## src/pkg/ustw_pkg.sv

```systemverilog
/*
 * constants, register map and types of the universal serial two-wire core.
 * assumes a 50 MHz system clock and a byte-wide register port.
 */
package ustw_pkg;
   // --------------------------------------------------------------
   // timing
   // --------------------------------------------------------------
   localparam int unsigned CLK_PERIOD_NS = 20;
   localparam int unsigned SDA_DLY_NS    = 50;
   localparam int unsigned SDA_DLY_CYC   = (SDA_DLY_NS + CLK_PERIOD_NS - 1) / CLK_PERIOD_NS;

   // --------------------------------------------------------------
   // widths and register addresses
   // --------------------------------------------------------------
   localparam int unsigned AW = 8;
   localparam int unsigned DW = 8;
   localparam int unsigned CW = 4;
   localparam logic [AW-1:0] ADDR_CTRL   = 8'h0c;
   localparam logic [AW-1:0] ADDR_STATUS = 8'h0d;
   localparam logic [AW-1:0] ADDR_DATA   = 8'h0e;
   localparam logic [AW-1:0] ADDR_BUF    = 8'h0f;
   localparam logic [AW-1:0] ADDR_PORT   = 8'h10;

   // --------------------------------------------------------------
   // field positions
   // --------------------------------------------------------------
   localparam int unsigned CTRL_SIE     = 7;
   localparam int unsigned CTRL_OIE     = 6;
   localparam int unsigned CTRL_WM_LO   = 4;
   localparam int unsigned CTRL_CS_LO   = 2;
   localparam int unsigned CTRL_CLK     = 1;
   localparam int unsigned CTRL_TC      = 0;
   localparam int unsigned ST_SF        = 7;
   localparam int unsigned ST_OF        = 6;
   localparam int unsigned ST_PF        = 5;
   localparam int unsigned PORT_DIR_SDA = 0;
   localparam int unsigned PORT_DIR_SCL = 1;
   localparam int unsigned PORT_OUT_SDA = 2;
   localparam int unsigned PORT_OUT_SCL = 3;
   localparam int unsigned PORT_DIR_DO  = 4;

   // --------------------------------------------------------------
   // values and types
   // --------------------------------------------------------------
   localparam logic [CW-1:0] CNT_MAX  = 4'hf;
   localparam logic [CW-1:0] CNT_ONE  = 4'h1;
   localparam logic [DW-1:0] RST_BYTE = 8'h00;
   typedef enum logic [1:0] {WM_NONE, WM_THREE, WM_TWO, WM_TWO_HOLD} ustw_mode_e;
   typedef logic [DW-1:0] ustw_byte_t;
endpackage

```

## src/hw/ustw_sync.sv

```systemverilog
/*
 * two-flop synchroniser for a group of pin inputs.
 * assumes the inputs are unrelated to clock_i; only the second stage is used.
 */
`timescale 1ns/1ps
module ustw_sync #(
   parameter int unsigned W = 2
) (
   input  wire logic         clock_i,
   input  wire logic         rst_i,
   input  wire logic [W-1:0] d_i,
   output logic      [W-1:0] q_o
);
   typedef struct packed {
      logic [W-1:0] s1;
      logic [W-1:0] s2;
   } ustw_sync_s;

   ustw_sync_s st_q;
   ustw_sync_s st_d;

   // first stage feeds the second only
   always_comb begin
      st_d.s1 = d_i;
      st_d.s2 = st_q.s1;
   end

   always_ff @(posedge clock_i) begin
      if (rst_i) begin
         st_q <= '1; // pulled-up idle level, so no false pin edge follows reset
      end else begin
         st_q <= st_d;
      end
   end

   assign q_o = st_q.s2;
endmodule

```

## src/hw/ustw_edge.sv

```systemverilog
/*
 * edge finder for one synchronised level.
 * assumes lvl_i already lives in the clock_i domain.
 */
`timescale 1ns/1ps
module ustw_edge (
   input  wire logic clock_i,
   input  wire logic rst_i,
   input  wire logic lvl_i,
   output logic      rise_o,
   output logic      fall_o
);
   typedef struct packed {
      logic prev;
   } ustw_edge_s;

   ustw_edge_s st_q;
   ustw_edge_s st_d;

   // remember last level
   always_comb begin
      st_d.prev = lvl_i;
   end

   always_ff @(posedge clock_i) begin
      if (rst_i) begin
         st_q <= '1; // idle-high lines: a low reset value would fake a rise
      end else begin
         st_q <= st_d;
      end
   end

   // one-cycle pulses against the remembered level
   assign rise_o = lvl_i & ~st_q.prev;
   assign fall_o = ~lvl_i & st_q.prev;
endmodule

```

## src/hw/ustw_core.sv

```systemverilog
/*
 * universal serial two-wire core: shift data register with output latch,
 * buffer register, 4-bit edge counter, start/stop detection and scl hold.
 * assumes pins are resolved outside (open drain with pull-ups) and the
 * link clock is sampled by clock_i at well under half its rate.
 */
// Decided for this implementation: the strobed register port.
// Contract
// - only the master clocks the bus; slave alone uses scl hold.
// - every serial clock also advances the bit counter.
// - two-wire start condition sets the start flag.
// - after start, hold scl low at its fall until flag cleared.
// - sample sda into shift register on every scl rise.
// - counter overflow after eight bits holds scl low until released.
// - acknowledge drives sda low; software presets counter to fourteen.
// - direction bit one means slave drives sda for following bytes.
// - slave that cannot accept withholds acknowledge of last byte.
// - start detection only in two-wire mode, sda delayed against scl.
// - start detection works without the processor clock running; here it needs clock_i running.
// - serial clock stays below half the system clock.
// - external clock counts both rising and falling edges.
// - counter at fifteen overflows on next external edge.
// - shift left per clock; a coinciding write wins, no shift.
// - with no wire mode, data and clock inputs still work.
// - output follows msb through latch, open per clock source.
// - drive data pin only while its direction bit is one.
// - on completion copy shift data into buffer register.
// - other modes: any clock edge sets start flag, cleared by one.
// - overflow flag on fifteen to zero, cleared by one, releases hold.
// - two-wire stop condition sets stop flag, cleared by one.
// - collision bit shows msb differing from sda pin.
// - wire mode none disables outputs, hold and start detection.
`timescale 1ns/1ps
module ustw_core
   import ustw_pkg::*;
(
   input  wire logic                  clock_i,
   input  wire logic                  rst_i,
   input  wire logic [ustw_pkg::AW-1:0] addr_i,
   input  wire logic [ustw_pkg::DW-1:0] wdata_i,
   input  wire logic                  we_i,
   input  wire logic                  re_i,
   output logic      [ustw_pkg::DW-1:0] rdata_o,
   input  wire logic                  timer_match_i,
   input  wire logic                  sda_i,
   output logic                       sda_o,
   output logic                       sda_oe_o,
   input  wire logic                  scl_i,
   output logic                       scl_o,
   output logic                       scl_oe_o,
   output logic                       do_o,
   output logic                       do_oe_o,
   output logic                       start_irq_o,
   output logic                       ovf_irq_o
);
   // -----------------------------------------------------------------
   // state
   // -----------------------------------------------------------------
   typedef struct packed {
      logic                   sie;
      logic                   oie;
      ustw_mode_e             wm;
      logic [1:0]             cs;
      logic                   tcsel;
      logic                   dir_sda;
      logic                   dir_scl;
      logic                   prt_sda;
      logic                   prt_scl;
      logic                   dir_do;
      ustw_byte_t             shift;
      ustw_byte_t             buffer;
      logic [CW-1:0]          cnt;
      logic                   sf;
      logic                   of;
      logic                   pf;
      logic                   shold;
      logic                   latch;
      logic [SDA_DLY_CYC-1:0] sda_dly;
      ustw_byte_t             rdata;
      logic                   sda_o;
      logic                   sda_oe;
      logic                   scl_o;
      logic                   scl_oe;
      logic                   do_o;
      logic                   do_oe;
      logic                   sirq;
      logic                   oirq;
   } ustw_state_s;

   ustw_state_s st_q;
   ustw_state_s st_d;

   // -----------------------------------------------------------------
   // pin sampling
   // -----------------------------------------------------------------
   logic [1:0] pins_s;
   logic       sda_s;
   logic       scl_s;
   logic       scl_rise;
   logic       scl_fall;
   logic       sdad_rise;
   logic       sdad_fall;

   ustw_sync #(
      .W (2)
   ) u_sync (
      .clock_i (clock_i),
      .rst_i   (rst_i),
      .d_i     ({sda_i, scl_i}),
      .q_o     (pins_s)
   );

   assign sda_s = pins_s[1];
   assign scl_s = pins_s[0];

   // clock pin edges; pin rate must stay under half the sample rate
   ustw_edge u_scl_edge (
      .clock_i (clock_i),
      .rst_i   (rst_i),
      .lvl_i   (scl_s),
      .rise_o  (scl_rise),
      .fall_o  (scl_fall)
   );

   // sda seen through a short delay so scl is valid when sda moves
   ustw_edge u_sda_edge (
      .clock_i (clock_i),
      .rst_i   (rst_i),
      .lvl_i   (st_q.sda_dly[SDA_DLY_CYC-1]),
      .rise_o  (sdad_rise),
      .fall_o  (sdad_fall)
   );

   // -----------------------------------------------------------------
   // decode and clock selection
   // -----------------------------------------------------------------
   logic wr_ctrl;
   logic wr_st;
   logic wr_data;
   logic wr_port;
   logic two;
   logic ext;
   logic sw_clk;
   logic sw_tc;
   logic cnt_tick;
   logic shf_tick;
   logic ovf;
   logic start_c;
   logic stop_c;
   logic hold;
   logic opn;
   logic dcol;

   // register strobes
   assign wr_ctrl = we_i & (addr_i == ADDR_CTRL);
   assign wr_st   = we_i & (addr_i == ADDR_STATUS);
   assign wr_data = we_i & (addr_i == ADDR_DATA);
   assign wr_port = we_i & (addr_i == ADDR_PORT);
   assign sw_clk  = wr_ctrl & wdata_i[CTRL_CLK];
   assign sw_tc   = wr_ctrl & wdata_i[CTRL_TC];
   assign two     = (st_q.wm == WM_TWO) | (st_q.wm == WM_TWO_HOLD);
   assign ext     = st_q.cs[1];

   // inputs stay live in every wire mode, including none
   always_comb begin
      if (ext & st_q.tcsel) begin
         cnt_tick = sw_tc;
      end else if (ext) begin
         cnt_tick = scl_rise | scl_fall;
      end else if (st_q.cs[0]) begin
         cnt_tick = timer_match_i;
      end else begin
         cnt_tick = sw_clk;
      end
   end

   // shift on the sample edge; in two-wire mode with cs1 high and cs0 low that is scl rise
   always_comb begin
      if (ext) begin
         shf_tick = st_q.cs[0] ? scl_fall : scl_rise;
      end else if (st_q.cs[0]) begin
         shf_tick = timer_match_i;
      end else begin
         shf_tick = sw_clk;
      end
   end

   // overflow on fifteen to zero; a counter write cancels the count
   assign ovf = cnt_tick & ~wr_st & (st_q.cnt == CNT_MAX);

   // bus conditions, detected only in two-wire mode
   assign start_c = two & sdad_fall & scl_s;
   assign stop_c  = two & sdad_rise & scl_s;

   // slave-side hold sources; master never needs them
   assign hold = st_q.shold | ((st_q.wm == WM_TWO_HOLD) & st_q.of);

   // latch always open with an internal clock; with scl as source, open while the clock pin sits in its first half-cycle
   assign opn  = ~ext | (scl_s == st_q.cs[0]);
   assign dcol = two & (st_q.shift[DW-1] != sda_s);

   // -----------------------------------------------------------------
   // next state
   // -----------------------------------------------------------------
   always_comb begin
      st_d = st_q;

      // control and port registers; the toggle strobe is not stored, the clock strobe only as tcsel with cs1 set
      if (wr_ctrl) begin
         st_d.sie   = wdata_i[CTRL_SIE];
         st_d.oie   = wdata_i[CTRL_OIE];
         st_d.wm    = ustw_mode_e'(wdata_i[CTRL_WM_LO +: 2]);
         st_d.cs    = wdata_i[CTRL_CS_LO +: 2];
         st_d.tcsel = wdata_i[CTRL_CLK] & wdata_i[CTRL_CS_LO + 1];
      end
      if (wr_port) begin
         st_d.dir_sda = wdata_i[PORT_DIR_SDA];
         st_d.dir_scl = wdata_i[PORT_DIR_SCL];
         st_d.prt_sda = wdata_i[PORT_OUT_SDA];
         st_d.prt_scl = wdata_i[PORT_OUT_SCL];
         st_d.dir_do  = wdata_i[PORT_DIR_DO];
      end else if (sw_tc) begin
         st_d.prt_scl = ~st_q.prt_scl; // toggle strobe flips the clock pin
      end

      // shift data: a write in the same cycle wins over the shift
      if (wr_data) begin
         st_d.shift = wdata_i;
      end else if (shf_tick) begin
         st_d.shift = {st_q.shift[DW-2:0], sda_s};
      end

      // counter: software preset (fourteen for ack) beats counting
      if (wr_st) begin
         st_d.cnt = wdata_i[CW-1:0];
      end else if (cnt_tick) begin
         st_d.cnt = st_q.cnt + CNT_ONE;
      end

      // completed byte copied for later reading
      if (ovf) begin
         st_d.buffer = st_d.shift;
      end

      // start and stop flags: hardware set wins over a write-one clear
      st_d.of = ovf | (st_q.of & ~(wr_st & wdata_i[ST_OF]));
      st_d.pf = stop_c | (st_q.pf & ~(wr_st & wdata_i[ST_PF]));
      if (two) begin
         st_d.sf = start_c | (st_q.sf & ~(wr_st & wdata_i[ST_SF]));
      end else begin
         st_d.sf = scl_rise | scl_fall | (st_q.sf & ~(wr_st & wdata_i[ST_SF]));
      end

      // start hold armed at scl fall, released once the flag is cleared
      st_d.shold = two & st_d.sf & (st_q.shold | scl_fall);

      // sda delay line for the start and stop detector
      st_d.sda_dly = {st_q.sda_dly[SDA_DLY_CYC-2:0], sda_s};

      // output latch sees a fresh msb immediately while open
      if (opn) begin
         st_d.latch = st_d.shift[DW-1];
      end

      // pins: open drain in two-wire mode, plain port otherwise
      if (two) begin
         st_d.sda_o  = 1'b0;
         st_d.sda_oe = st_d.dir_sda & (~st_d.latch | ~st_d.prt_sda);
         st_d.scl_o  = 1'b0;
         st_d.scl_oe = st_d.dir_scl & (~st_d.prt_scl | st_d.shold |
                                       ((st_d.wm == WM_TWO_HOLD) & st_d.of));
      end else begin
         st_d.sda_o  = st_d.prt_sda;
         st_d.sda_oe = st_d.dir_sda;
         st_d.scl_o  = st_d.prt_scl;
         st_d.scl_oe = st_d.dir_scl;
      end
      st_d.do_o  = (st_d.wm == WM_THREE) & st_d.latch;
      st_d.do_oe = st_d.dir_do;

      // enabled flags reach the interrupt outputs
      st_d.sirq = st_d.sf & st_d.sie;
      st_d.oirq = st_d.of & st_d.oie;

      // read data stands only in the cycle after the strobe
      st_d.rdata = RST_BYTE;
      if (re_i) begin
         case (addr_i)
            ADDR_CTRL:   st_d.rdata = {st_q.sie, st_q.oie, st_q.wm, st_q.cs, 2'b00};
            ADDR_STATUS: st_d.rdata = {st_q.sf, st_q.of, st_q.pf, dcol, st_q.cnt};
            ADDR_DATA:   st_d.rdata = st_q.shift;
            ADDR_BUF:    st_d.rdata = st_q.buffer;
            ADDR_PORT:   st_d.rdata = {3'b000, st_q.dir_do, st_q.prt_scl, st_q.prt_sda,
                                       st_q.dir_scl, st_q.dir_sda};
            default:     st_d.rdata = RST_BYTE;
         endcase
      end
   end

   // single synchronous register; the start detector is clocked here, so
   // wake from a stopped clock needs a free-running sample clock
   always_ff @(posedge clock_i) begin
      if (rst_i) begin
         st_q <= '0;
      end else begin
         st_q <= st_d;
      end
   end

   // -----------------------------------------------------------------
   // outputs
   // -----------------------------------------------------------------
   assign rdata_o     = st_q.rdata;
   assign sda_o       = st_q.sda_o;
   assign sda_oe_o    = st_q.sda_oe;
   assign scl_o       = st_q.scl_o;
   assign scl_oe_o    = st_q.scl_oe;
   assign do_o        = st_q.do_o;
   assign do_oe_o     = st_q.do_oe;
   assign start_irq_o = st_q.sirq;
   assign ovf_irq_o   = st_q.oirq;
endmodule

```

## config.mk

```make
export PLATFORM = sky130hd
export DESIGN_NAME = ustw_core
export DESIGN_NICKNAME = d
export VERILOG_FILES = /design/src/pkg/ustw_pkg.sv /design/src/hw/ustw_sync.sv /design/src/hw/ustw_edge.sv /design/src/hw/ustw_core.sv
export SDC_FILE = /design/constraint.sdc
export NUM_CORES = 1
export LEC_CHECK = 0
export ABC_AREA = 1
export BUFFER_PORTS_ARGS = -buffer_cell sky130_fd_sc_hd__buf_2
export CAP_MARGIN = 25
export CORE_ASPECT_RATIO = 0.7
export CORE_MARGIN = 1.5
export CORE_UTILIZATION = 39
export CTS_CLUSTER_SIZE = 28
export DETAILED_ROUTE_END_ITERATION = 12
export PLACE_DENSITY = 0.63
export SLEW_MARGIN = 20
export SYNTH_ARGS = -nofsm -noshare
export SYNTH_HDL_FRONTEND = slang
export SYNTH_SLANG_ARGS = --single-unit
export TNS_END_PERCENT = 100
```

## constraint.sdc

```tcl
create_clock -name clock_i -period 1.5 [get_ports clock_i]
set_input_delay 0.225 -clock clock_i [delete_from_list [all_inputs] [get_ports clock_i]]
set_output_delay 0.225 -clock clock_i [all_outputs]
set_load 0.05 [all_outputs]
```

==> results.tsv, run 1 <==
metric	value	unit
Avg Inst Size Synth	7.30	sq um
CP Class	reg -> reg	
final cell count without fillers	575	
worst-path cell chain	ha_4 > o21ai_2 > nand2_2 > nand2_4 > nand3_4 > buf_6 > a21oi_1 > o21a_1	
Worst Hold Class	in -> reg	
Clock Sinks	61	
most frequent cell after synthesis	nand2_1	
post-route design area	3830	sq um
Worst EP required	1790	ps
clock root buffer	clkbuf_8	
Pre-antenna DRT Iters	5	
cell taking the most area after synthesis	dfxtp_1	
detailed router's first-iteration violation count	312	
post-synth top area share	42.9	%
fraction of layout cells with a size suffix above 1	32.6	%
max-slew violation count	0	
met2 WL	3690	um
Slew @ Worst Pin	444	ps
Site Rows	25	
routed vias	2895	
port bufs	38	
Max H-tree Level	3	
CP Capture Type	flip-flop	
gpl congestion	1.03	
first-pass GRT wire length	13000	um
cell count after synthesis	390	
die area	7830	sq um
clk_lat worst skew	350	ps
Slowest cell on crit path	dfxtp_4	
status	complete, but fails checks	
gr usage total	22.6	%
maxcap violations	0	
RSZ-0062 raised after global routing	true	
Initial Utilization	41.2	%
Yosys reg bits	61	
crit path DAT	1790	ps
I/O pins	39	
hold buffers post-CTS	0	
min Tclk post-route	1500	ps
syn nets	416	
ranking of synthesized cells by area	dfxtp_1, nand2_1, inv_1	
CTS max path bufs	2	
placed cell area	3440	sq um
final hold violations	0	
fin crit share	100	%
Reg clk slew, reported paths	70	ps
Final Skew	9.63	ps
Setup WS post-layout	-0.725	ps
Highest Signal Layer	met4	
failing checks	negative setup slack	
asr flop ratio synth	0	%
Crit Path Max Fanout	8	
Die W	105	um
relative slew slack	70.4	%
DIE HEIGHT	74.5	um
Setup crit start kind	flip-flop	
initial antenna violation count	0	
largest net degree at the start of global routing	42	
ANT nets after route	0	
Final Power	0.00363	W
Worst Path Buf+Inv	1	
DR vias/cell	5.03	
HPWL after DPL	6680	um
routed metal-1 wirelength	4130	um
CTS Buf Count	9	
# setup viols final	1	
TNS Setup	-0.725	ps
synth-to-layout area growth	34.4	%
PwrDens	949	nW/um^2
grt total ovfl	0	
Core Area	6910	sq um
DP Cell Count	555	
synth unique cells	34	
Seq/Total Area, Yosys	42.9	%
ys flop type	dfxtp_1	
Mapped Area	2850	sq um
final WL	8750	um
Final nets	502	
Post-synth EDFFs	0	
Yosys warning count	0	
# fillers	662	
Largest delay share family, worst path	flip-flops	
f_max	666	MHz
DRC viols	0	
Pleak	1.71	nW
TritonCTS clock tree	yes	
CP peak stage delay	370	ps
Peak VDD IR	0.000481	V
diode count	0	
vias in the first global route	2523	
drt wl/cell	15.2	um
Post-synth top cells	nand2_1, dfxtp_1, inv_1	
Met3 Wirelength	835	um
Core Util, Final	55.3	%
==> worst paths after layout <==
kind / startpoint / to / slack, ps / depth (start not counted)
min: scl_i / u_sync.st_d[0] / 70 / 2
max: u_sync.q_o[0] / st_q[33] / -0.7 / 8
min reg2reg: st_d[18] / st_q[18] / 400 / 2
max reg2reg: u_sync.q_o[0] / st_q[33] / -0.7 / 8
==> through the flow <==
| stage | hold slack, ps | setup WS, ps |
|---|---|---|
| after floorplan | 329 | 11.3 |
| after global placement | 393 | -282 |
| after detailed placement | 400 | -316 |
| after CTS | 49.5 | -2.92 |
| after global routing | 52.1 | -65.4 |
| final | 65.5 | -0.725 |
==> repair_timing <==
item,in CTS,in global routing
buffers inserted,2,2
gates cloned,0,0
setup endpoints to repair,23,21
pin swaps,8,8
resized for setup,13,21
==> kinds of logic after synthesis <==
kind of cell,after synthesis,share of synthesized area [%]
fa+ha+maj,3,1.32
buf+inv,79,11.8
compound gates,73,15.0
xor+xnor,1,0.308
flops,61,42.9
mux,1,0.352
simple gates,172,28.3
==> per-layer routing <==
| metal | GRT usage [%] | up-vias |
|---|---|---|
| met5 | 0 | - |
| met4 | 7.15 | 0 |
| met3 | 5.78 | 12 |
| met2 | 33.5 | 118 |
| met1 | 32.3 | 1345 |
| li1 | - | 1420 |
==> flip-flops by register name, indices dropped and copies added, names as in the netlist <==
register         flops
do_o                 1
do_oe_o              1
ext                  1
ovf_irq_o            1
rdata_o              8
scl_o                1
scl_oe_o             1
sda_o                1
sda_oe_o             1
st_d                 2
st_q                36
start_irq_o          1
u_scl_edge.st_q      1
u_sda_edge.st_q      1
u_sync.q_o           2
u_sync.st_d          2
==> cell usage in the layout, fill, tap and decap left out, drive strengths merged <==
master / Yosys / layout
o221ai: 2 / 2
inv: 61 / 61
o21a: 7 / 7
buf: 11 / 92
nand3: 26 / 26
xor2: 1 / 1
mux2i: 1 / 1
a211oi: 4 / 4
a21oi: 27 / 27
nor2: 44 / 44
ha: 3 / 3
dfxtp: 61 / 61
nand2: 83 / 83
nor3: 9 / 9
clkbuf: 6 / 12
o21ai: 18 / 18
o22ai: 11 / 11
a31oi: 3 / 3
or2: 6 / 6
o211a: 1 / 1
and2: 1 / 1
clkinv: 1 / 2
bufinv: 0 / 3
nand4: 3 / 3
==> layout make-up <==
type / instances / area [sq um] / area share, %
Multi-Input combinational cell: 250 / 1380 / 36.2
Sequential cell: 61 / 1230 / 32.1
Timing Repair Buffer: 92 / 623 / 16.3
Inverter: 62 / 233 / 6.08
Clock buffer: 12 / 145 / 3.79
Tap cell: 94 / 118 / 3.07
Clock inverter: 4 / 95.1 / 2.49
==> power breakdown <==
part | switching (W) | internal (W) | total [W]
clock network | 0.000644 | 0.00115 | 0.00179
registers | 0.00000843 | 0.00163 | 0.00164
logic | 0.000116 | 0.0000808 | 0.000197
total | 0.000768 | 0.00286 | 0.00363
Power figures use the tool's default switching activity.
==> run 2: changes to the inputs <==
Settings changed: ABC_AREA 1 to not set.
==> run 2 against run 1 <==
Net effect: the flow still finishes with violations (negative setup slack); sequential cell count unchanged; setup slack got worse by 340 ps; wire length rose by 3.4%; design area grew 13%; global-route usage is 1.6 points higher; worst hold slack got worse by 2.9 ps; register-to-register slack worse by 340 ps; sequential share of layout area fell by 3.7 points; combinational power grew 49%; non-clock buffer count grew 22; sequential power barely moved; critical path depth is the same.
==> results.tsv, run 2 <==
metric	value	unit	change
number of flip-flops under the largest register name	36		unchanged
diode count	0		unchanged
DP Cell Count	496		-11%
Final nets	446		-11%
syn nets	345		-17%
Max H-tree Level	3		unchanged
Setup crit start kind	flip-flop		
Yosys warning count	0		unchanged
final cell count without fillers	523		-9.0%
Final Skew	10.8	ps	+1.21 ps
fin crit share	123	%	+23 points
first-pass GRT wire length	14500	um	+12%
ys flop type	dfxtp_1		
R2R Setup Slk	-340	ps	-340 ps
most frequent cells in the layout	buf_4, dfxtp_1, buf_2		
Setup WS post-layout	-338	ps	-338 ps
vias in the first global route	2840		+13%
Crit Path Max Fanout	5		-3
Pleak	1.87	nW	+9.2%
DR vias/cell	5.41		+7.4%
Synth Area in Adders	1.27	%	-0.046 points
Slowest cell on crit path	dfxtp_4		
status	complete, but fails checks		
final WL	9040	um	+3.4%
CTS max path bufs	2		unchanged
Die W	107	um	+1.7%
# setup viols final	26		+25
post-synth top area share	41.4	%	-1.5 points
r2r startpoint	u_sync.q_o[0]		
PwrDens	880	nW/um^2	-7.3%
Critical Path Start	u_sync.q_o[0]		
Post-synth EDFFs	0		unchanged
gr usage total	24.2	%	+1.6 points
worst reg-to-reg path cell count	8		unchanged
failing checks	negative setup slack		
CTS Buf Count	9		unchanged
hold buffers post-CTS	0		unchanged
f_max	544	MHz	-18%
min Tclk post-route	1840	ps	+338 ps
clk_lat worst skew	350	ps	about the same
initial antenna violation count	0		unchanged
CP peak stage delay	370	ps	about the same
gpl congestion	0.916		-11%
Slew @ Worst Pin	449	ps	+4.96 ps
ANT nets after route	0		unchanged
Avg Inst Size Synth	9.25	sq um	+27%
HPWL after DPL	6580	um	-1.5%
Worst EP required	1750	ps	-40 ps
cell count after synthesis	319		-18%
CP Class	reg -> reg		
Biggest register	st_q		
post-synthesis xor/xnor area fraction	0.891	%	+0.58 points
clock root buffer	clkbuf_8		
TritonCTS clock tree	yes		
Reg clk slew, reported paths	70	ps	about the same
largest net degree at the start of global routing	16		-62%
Peak VDD IR	0.000613	V	+27%
max-slew violation count	0		unchanged
R2R Path End	st_q[34]		
crit path to	st_q[34]		
area share of and/or/nand/nor cells after synthesis	25.4	%	-3.0 points
Initial Utilization	40.3	%	-0.89 points
worst-path cell chain	inv_2 > ha_4 > mux2_4 > a21oi_4 > nand2_4 > buf_4 > mux2_4 > o41ai_2		
Final Power	0.00381	W	+5.0%
maxcap violations	0		unchanged
fraction of layout cells with a size suffix above 1	47.1	%	+14 points
grt total ovfl	0		unchanged
asr flop ratio synth	0	%	unchanged
crit path DAT	2090	ps	+300 ps
ranking of synthesized cells by area	dfxtp_1, nor2_1, mux2i_1		
mux contribution to synthesized area	9.41	%	+9.1 points
routed vias	2829		-2.3%
Pre-antenna DRT Iters	5		unchanged
Core Util, Final	59.2	%	+3.9 points
Mapped Area	2950	sq um	+3.6%
port bufs	38		unchanged
relative slew slack	70.0	%	-0.37 points
DRC viols	0		unchanged
most frequent cell after synthesis	dfxtp_1		
synth-to-layout area growth	47.0	%	
I/O pins	39		unchanged
final hold violations	0		unchanged
Clock Sinks	61		unchanged
drt wl/cell	17.3	um	+14%
most common cell after layout, fill and taps aside	buf_4		
die area	8100	sq um	+3.5%
Yosys reg bits	61		unchanged
RSZ-0062 raised after global routing	true		
Post-synth top cells	dfxtp_1, nor2_1, o21ai_0		
Site Rows	26		+4.0%
DIE HEIGHT	75.8	um	+1.7%
Worst path most repeated cell	mux2_4		
cell taking the most area after synthesis	dfxtp_1		
CP Capture Type	flip-flop		
detailed router's first-iteration violation count	218		-30%
Synth Area in Compound Gates	16.3	%	+1.3 points
Worst Hold Class	in -> reg		
synth unique cells	52		+53%
hold path start	scl_i		
Core Area	7320	sq um	+5.9%
largest family of logic cells by synthesized area	simple AND/OR/NAND/NOR gates		
Seq/Total Area, Yosys	41.4	%	-1.5 points
[run 2: cell types whose count changed after synthesis, sizes merged, moves of 11 or more]
cell	delta
a21oi	-16
nand2	-72
mux2i	+11
nand3	-14
nor2b	+16
inv	-53
[run 2: area by class of cell]
| cell class | instances | area (sq um) |
|---|---|---|
| fill | 653 | 2980 |
| multi-input combinational | 226 | 1910 |
| sequential | 61 | 1230 |
| timing repair buffer | 114 | 783 |
| clock buffer | 10 | 149 |
| tap | 98 | 123 |
| clock inverter | 6 | 108 |
| inverter | 8 | 30.0 |
[run 2: per-layer routing]
metal	up-vias	share of wire, %	GRT usage (%)	routed length, um
met1	1360	47	32.6	4290
li1	1358	-	-	-
met4	0	1.3	7.11	122
met3	15	6.2	6.84	562
met5	-	0	0	0
met2	96	45	38.4	4070
[run 2: logic make-up (layout without fill, tap and decap cells)]
kind of cell / after synthesis / count (layout)
AO/OA/AOI/OAI: 64 / 64
XOR/XNOR: 3 / 3
adder cells (fa/ha/maj): 3 / 3
buffers and inverters: 32 / 138
flip-flops: 61 / 61
multiplexers: 24 / 24
AND/OR/NAND/NOR: 132 / 132
[run 2: timing repair]
item,CTS,global route
endpoints found under the hold margin,0,0
endpoints found under the setup margin,26,26
gates resized for setup,24,19
setup buffers,10,2
pin swaps,14,12
[run 2: critical path, delay by kind of cell, from the launching register on]
| family | cells | cell delay [ps] |
|---|---|---|
| AO/OA/AOI/OAI | 2 | 370 |
| adder cells (fa/ha/maj) | 1 | 150 |
| buffers and inverters | 2 | 190 |
| flip-flops | 1 | 370 |
| multiplexers | 2 | 580 |
| AND/OR/NAND/NOR | 1 | 90 |
[run 2: worst min-delay path by stage]
stage                           to  slack, ps  cells past startpoint
floorplan           u_sync.st_d[0]        330                      1
global placement     u_sync.q_o[0]        400                      1
detailed placement   u_sync.q_o[1]        410                      1
CTS                 u_sync.st_d[0]         50                      2
global route        u_sync.st_d[1]         50                      2
finish              u_sync.st_d[0]         60                      2
[run 2: report_power, final]
part / internal [W] / total (W) / switching [W]
Sequential: 0.00163 / 0.00164 / 0.00000860
Clock: 0.00120 / 0.00188 / 0.000685
Combinational: 0.000132 / 0.000293 / 0.000160
[run 2: metrics by stage]
| step | setup slack, ps | hold WS [ps] | TNS, ps | cell area (sq um) |
|---|---|---|---|---|
| 4_1_cts | -341 | 48.6 | -6100 | 4240 |
| 3_3_place_gp | -453 | 396 | -10940 | 3800 |
| 2_1_floorplan | -314 | 329 | -5660 | 3140 |
| 6_report | -338 | 62.7 | -6150 | 4340 |
| 3_5_place_dp | -573 | 409 | -12310 | 3800 |
| 5_1_grt | -424 | 46.5 | -8120 | 4340 |
==> run 3: changes to the inputs <==
Settings changed: SYNTH_HIERARCHICAL set to 1.
==> run 3 against run 2 <==
Net effect: the flow still finishes with violations (negative setup slack); design area decreased by 4.9%; area after synthesis shrank 1.6%; clock skew is 4.8 ps lower; combinational power decreased by 4%; critical path type unchanged; critical endpoint is now st_q[35].
==> results.tsv, run 3 <==
metric	value	unit	change
port bufs	38		unchanged
syn nets	340		-1.4%
synth-to-layout area growth	42.1	%	
max-slew violation count	0		unchanged
final hold violations	0		unchanged
met2 WL	3950	um	-3.1%
drt wl/cell	17.9	um	+3.6%
DIE HEIGHT	75.2	um	-0.78%
Final Skew	6.01	ps	-4.83 ps
post-synth top area share	42.1	%	+0.68 points
first-pass GRT wire length	14300	um	-1.3%
CP Class	reg -> reg		
Seq/Total Area, Yosys	42.1	%	+0.68 points
Slew @ Worst Pin	586	ps	+137 ps
Critical Path Start	st_q[50]		
Post-synth top cells	dfxtp_1, nor2_1, nand2_1		
# setup viols final	26		unchanged
synth unique cells	58		+12%
Worst EP required	1790	ps	+40 ps
Reg clk slew, reported paths	70	ps	about the same
CP Capture Type	flip-flop		
R2R Setup Slk	-440	ps	-100 ps
CTS Buf Count	9		unchanged
Site Rows	26		unchanged
HPWL after DPL	6700	um	+1.8%
hold path start	sda_i		
ANT nets after route	0		unchanged
clk_lat worst skew	350	ps	about the same
multi-input gate area in the final layout	1820	sq um	-5.0%
f_max	516	MHz	-5.1%
RSZ-0062 raised after global routing	true		
most common cell after layout, fill and taps aside	buf_4		
DR vias/cell	5.49		+1.4%
failing checks	negative setup slack		
Crit Path Max Fanout	4		-1
crit path to	st_q[35]		
r2r startpoint	st_q[50]		
Highest Signal Layer	met4		
cell count after synthesis	316		-0.94%
crit path DAT	2220	ps	+130 ps
detailed router's first-iteration violation count	275		+26%
final WL	9150	um	+1.2%
Worst Hold Class	in -> reg		
Final nets	432		-3.1%
min Tclk post-route	1940	ps	+99.1 ps
R2R Path End	st_q[35]		
number of flip-flops under the largest register name	36		unchanged
diode count	0		unchanged
ranking of synthesized cells by area	dfxtp_1, mux2i_1, nor2_1		
gr usage total	24.5	%	+0.27 points
Yosys warning count	6		+6
storage element area	1220	sq um	-0.71%
asr flop ratio synth	0	%	unchanged
die area	7980	sq um	-1.6%
Initial Utilization	40.0	%	-0.29 points
Post-synth EDFFs	0		unchanged
fin crit share	129	%	+6.6 points
DRC viols	0		unchanged
clock root buffer	clkbuf_8		
TritonCTS clock tree	yes		
gpl congestion	0.921		+0.50%
initial antenna violation count	0		unchanged
CTS max path bufs	2		unchanged
Setup WS post-layout	-438	ps	-99.1 ps
Die W	106	um	-0.79%
largest net degree at the start of global routing	19		+3
I/O pins	39		unchanged
Core Util, Final	56.9	%	-2.4 points
Core Area	7250	sq um	-0.89%
final cell count without fillers	511		-2.3%
relative slew slack	60.7	%	-9.3 points
routed vias	2804		-0.88%
routed metal-1 wirelength	4320	um	+0.86%
grt total ovfl	0		unchanged
worst reg-to-reg path cell count	6		-2
Yosys reg bits	61		unchanged
maxcap violations	0		unchanged
Setup crit start kind	flip-flop		
status	complete, but fails checks		
vias in the first global route	2737		-3.6%
DP Cell Count	485		-2.2%
cell taking the most area after synthesis	dfxtp_1		
Peak VDD IR	0.000423	V	-31%
fraction of layout cells with a size suffix above 1	40.7	%	-6.4 points
ys flop type	dfxtp_1		
Max H-tree Level	3		unchanged
Met3 Wirelength	763	um	+36%
# fillers	651		-0.31%
Mapped Area	2900	sq um	-1.6%
Avg Inst Size Synth	9.19	sq um	-0.68%
most frequent cells in the layout	buf_4, dfxtp_1, buf_2		
most frequent cell after synthesis	dfxtp_1		
Pleak	1.69	nW	-9.5%
Clock Sinks	61		unchanged
Pre-antenna DRT Iters	5		unchanged
PwrDens	829	nW/um^2	-5.8%
Biggest register	st_q		
-- run 3: cell types whose count changed after synthesis, sizes merged, moves of 5 or more --
cell	before	now
nor3	14	8
nor2	37	30
o21ai	19	8
and3b	2	10
o41ai	8	2
inv	8	0
a32o	0	7
a22o	0	5
nand2	11	23
-- run 3: critical path, cell delays in order (launching register included) --
cell and delay (ps):
dfxtp_2 320, or3b_4 400, a2111oi_4 300, buf_6 170, o21ai_4 70, or4_1 480, o21ai_1 130
-- run 3: routing by layer --
layer,GRT usage (%),vias up
met5,0,-
met4,7.96,0
met3,7.27,13
met2,37.6,123
met1,33.3,1335
li1,-,1333
-- run 3: worst min-delay path by stage --
stage / cells past startpoint / endpoint
2_1_floorplan: 1 / u_scl_edge/st_q
3_3_place_gp: 1 / u_sync/q_o[0]
3_5_place_dp: 1 / u_sync/q_o[1]
4_1_cts: 2 / u_sync/st_d[1]
5_1_grt: 2 / u_sync/st_d[1]
6_report: 2 / u_sync/st_d[1]
-- run 3: area by class of cell --
class	instances	area share (%)
Clock inverter	5	1.43
Tap cell	98	2.97
Timing Repair Buffer	108	18.5
Sequential cell	61	29.7
Multi-Input combinational cell	228	44.0
Clock buffer	11	3.43
-- run 3: timing repair --
| item | in CTS | in global routing |
|---|---|---|
| endpoints found under the setup margin | 26 | 29 |
| hold endpoints to repair | 0 | 0 |
| setup buffers | 11 | 3 |
| hold buffers | 0 | 0 |
| resized for setup | 32 | 20 |
| pin swaps | 14 | 10 |
-- run 3: through the flow --
stage	worst slack [ps]	instance area [sq um]	hold slack, ps	power [W]	setup TNS [ps]
after global placement	-577	3600	387	0.00193	-15790
after floorplan	-416	2990	322	0.00179	-4900
final	-438	4130	46.6	0.00342	-8140
after global routing	-525	4130	37.9	0.00353	-10250
after CTS	-487	4030	34.6	0.00343	-8830
after detailed placement	-556	3600	388	0.00193	-16530
-- run 3: cell families (layout without fill, tap and decap cells) --
logic type,count (synthesis),in the layout,share of synthesized area (%)
fa+ha+maj,1,1,0.431
xor+xnor,5,5,1.51
flops,61,61,42.1
buf+inv,27,124,4.87
compound gates,62,62,16.6
mux,22,22,7.89
simple gates,138,138,26.6
-- run 3: report_power, final --
part           switching [W]  internal, W
Sequential        0.00000813      0.00163
Clock               0.000680     0.000815
Combinational       0.000149     0.000132
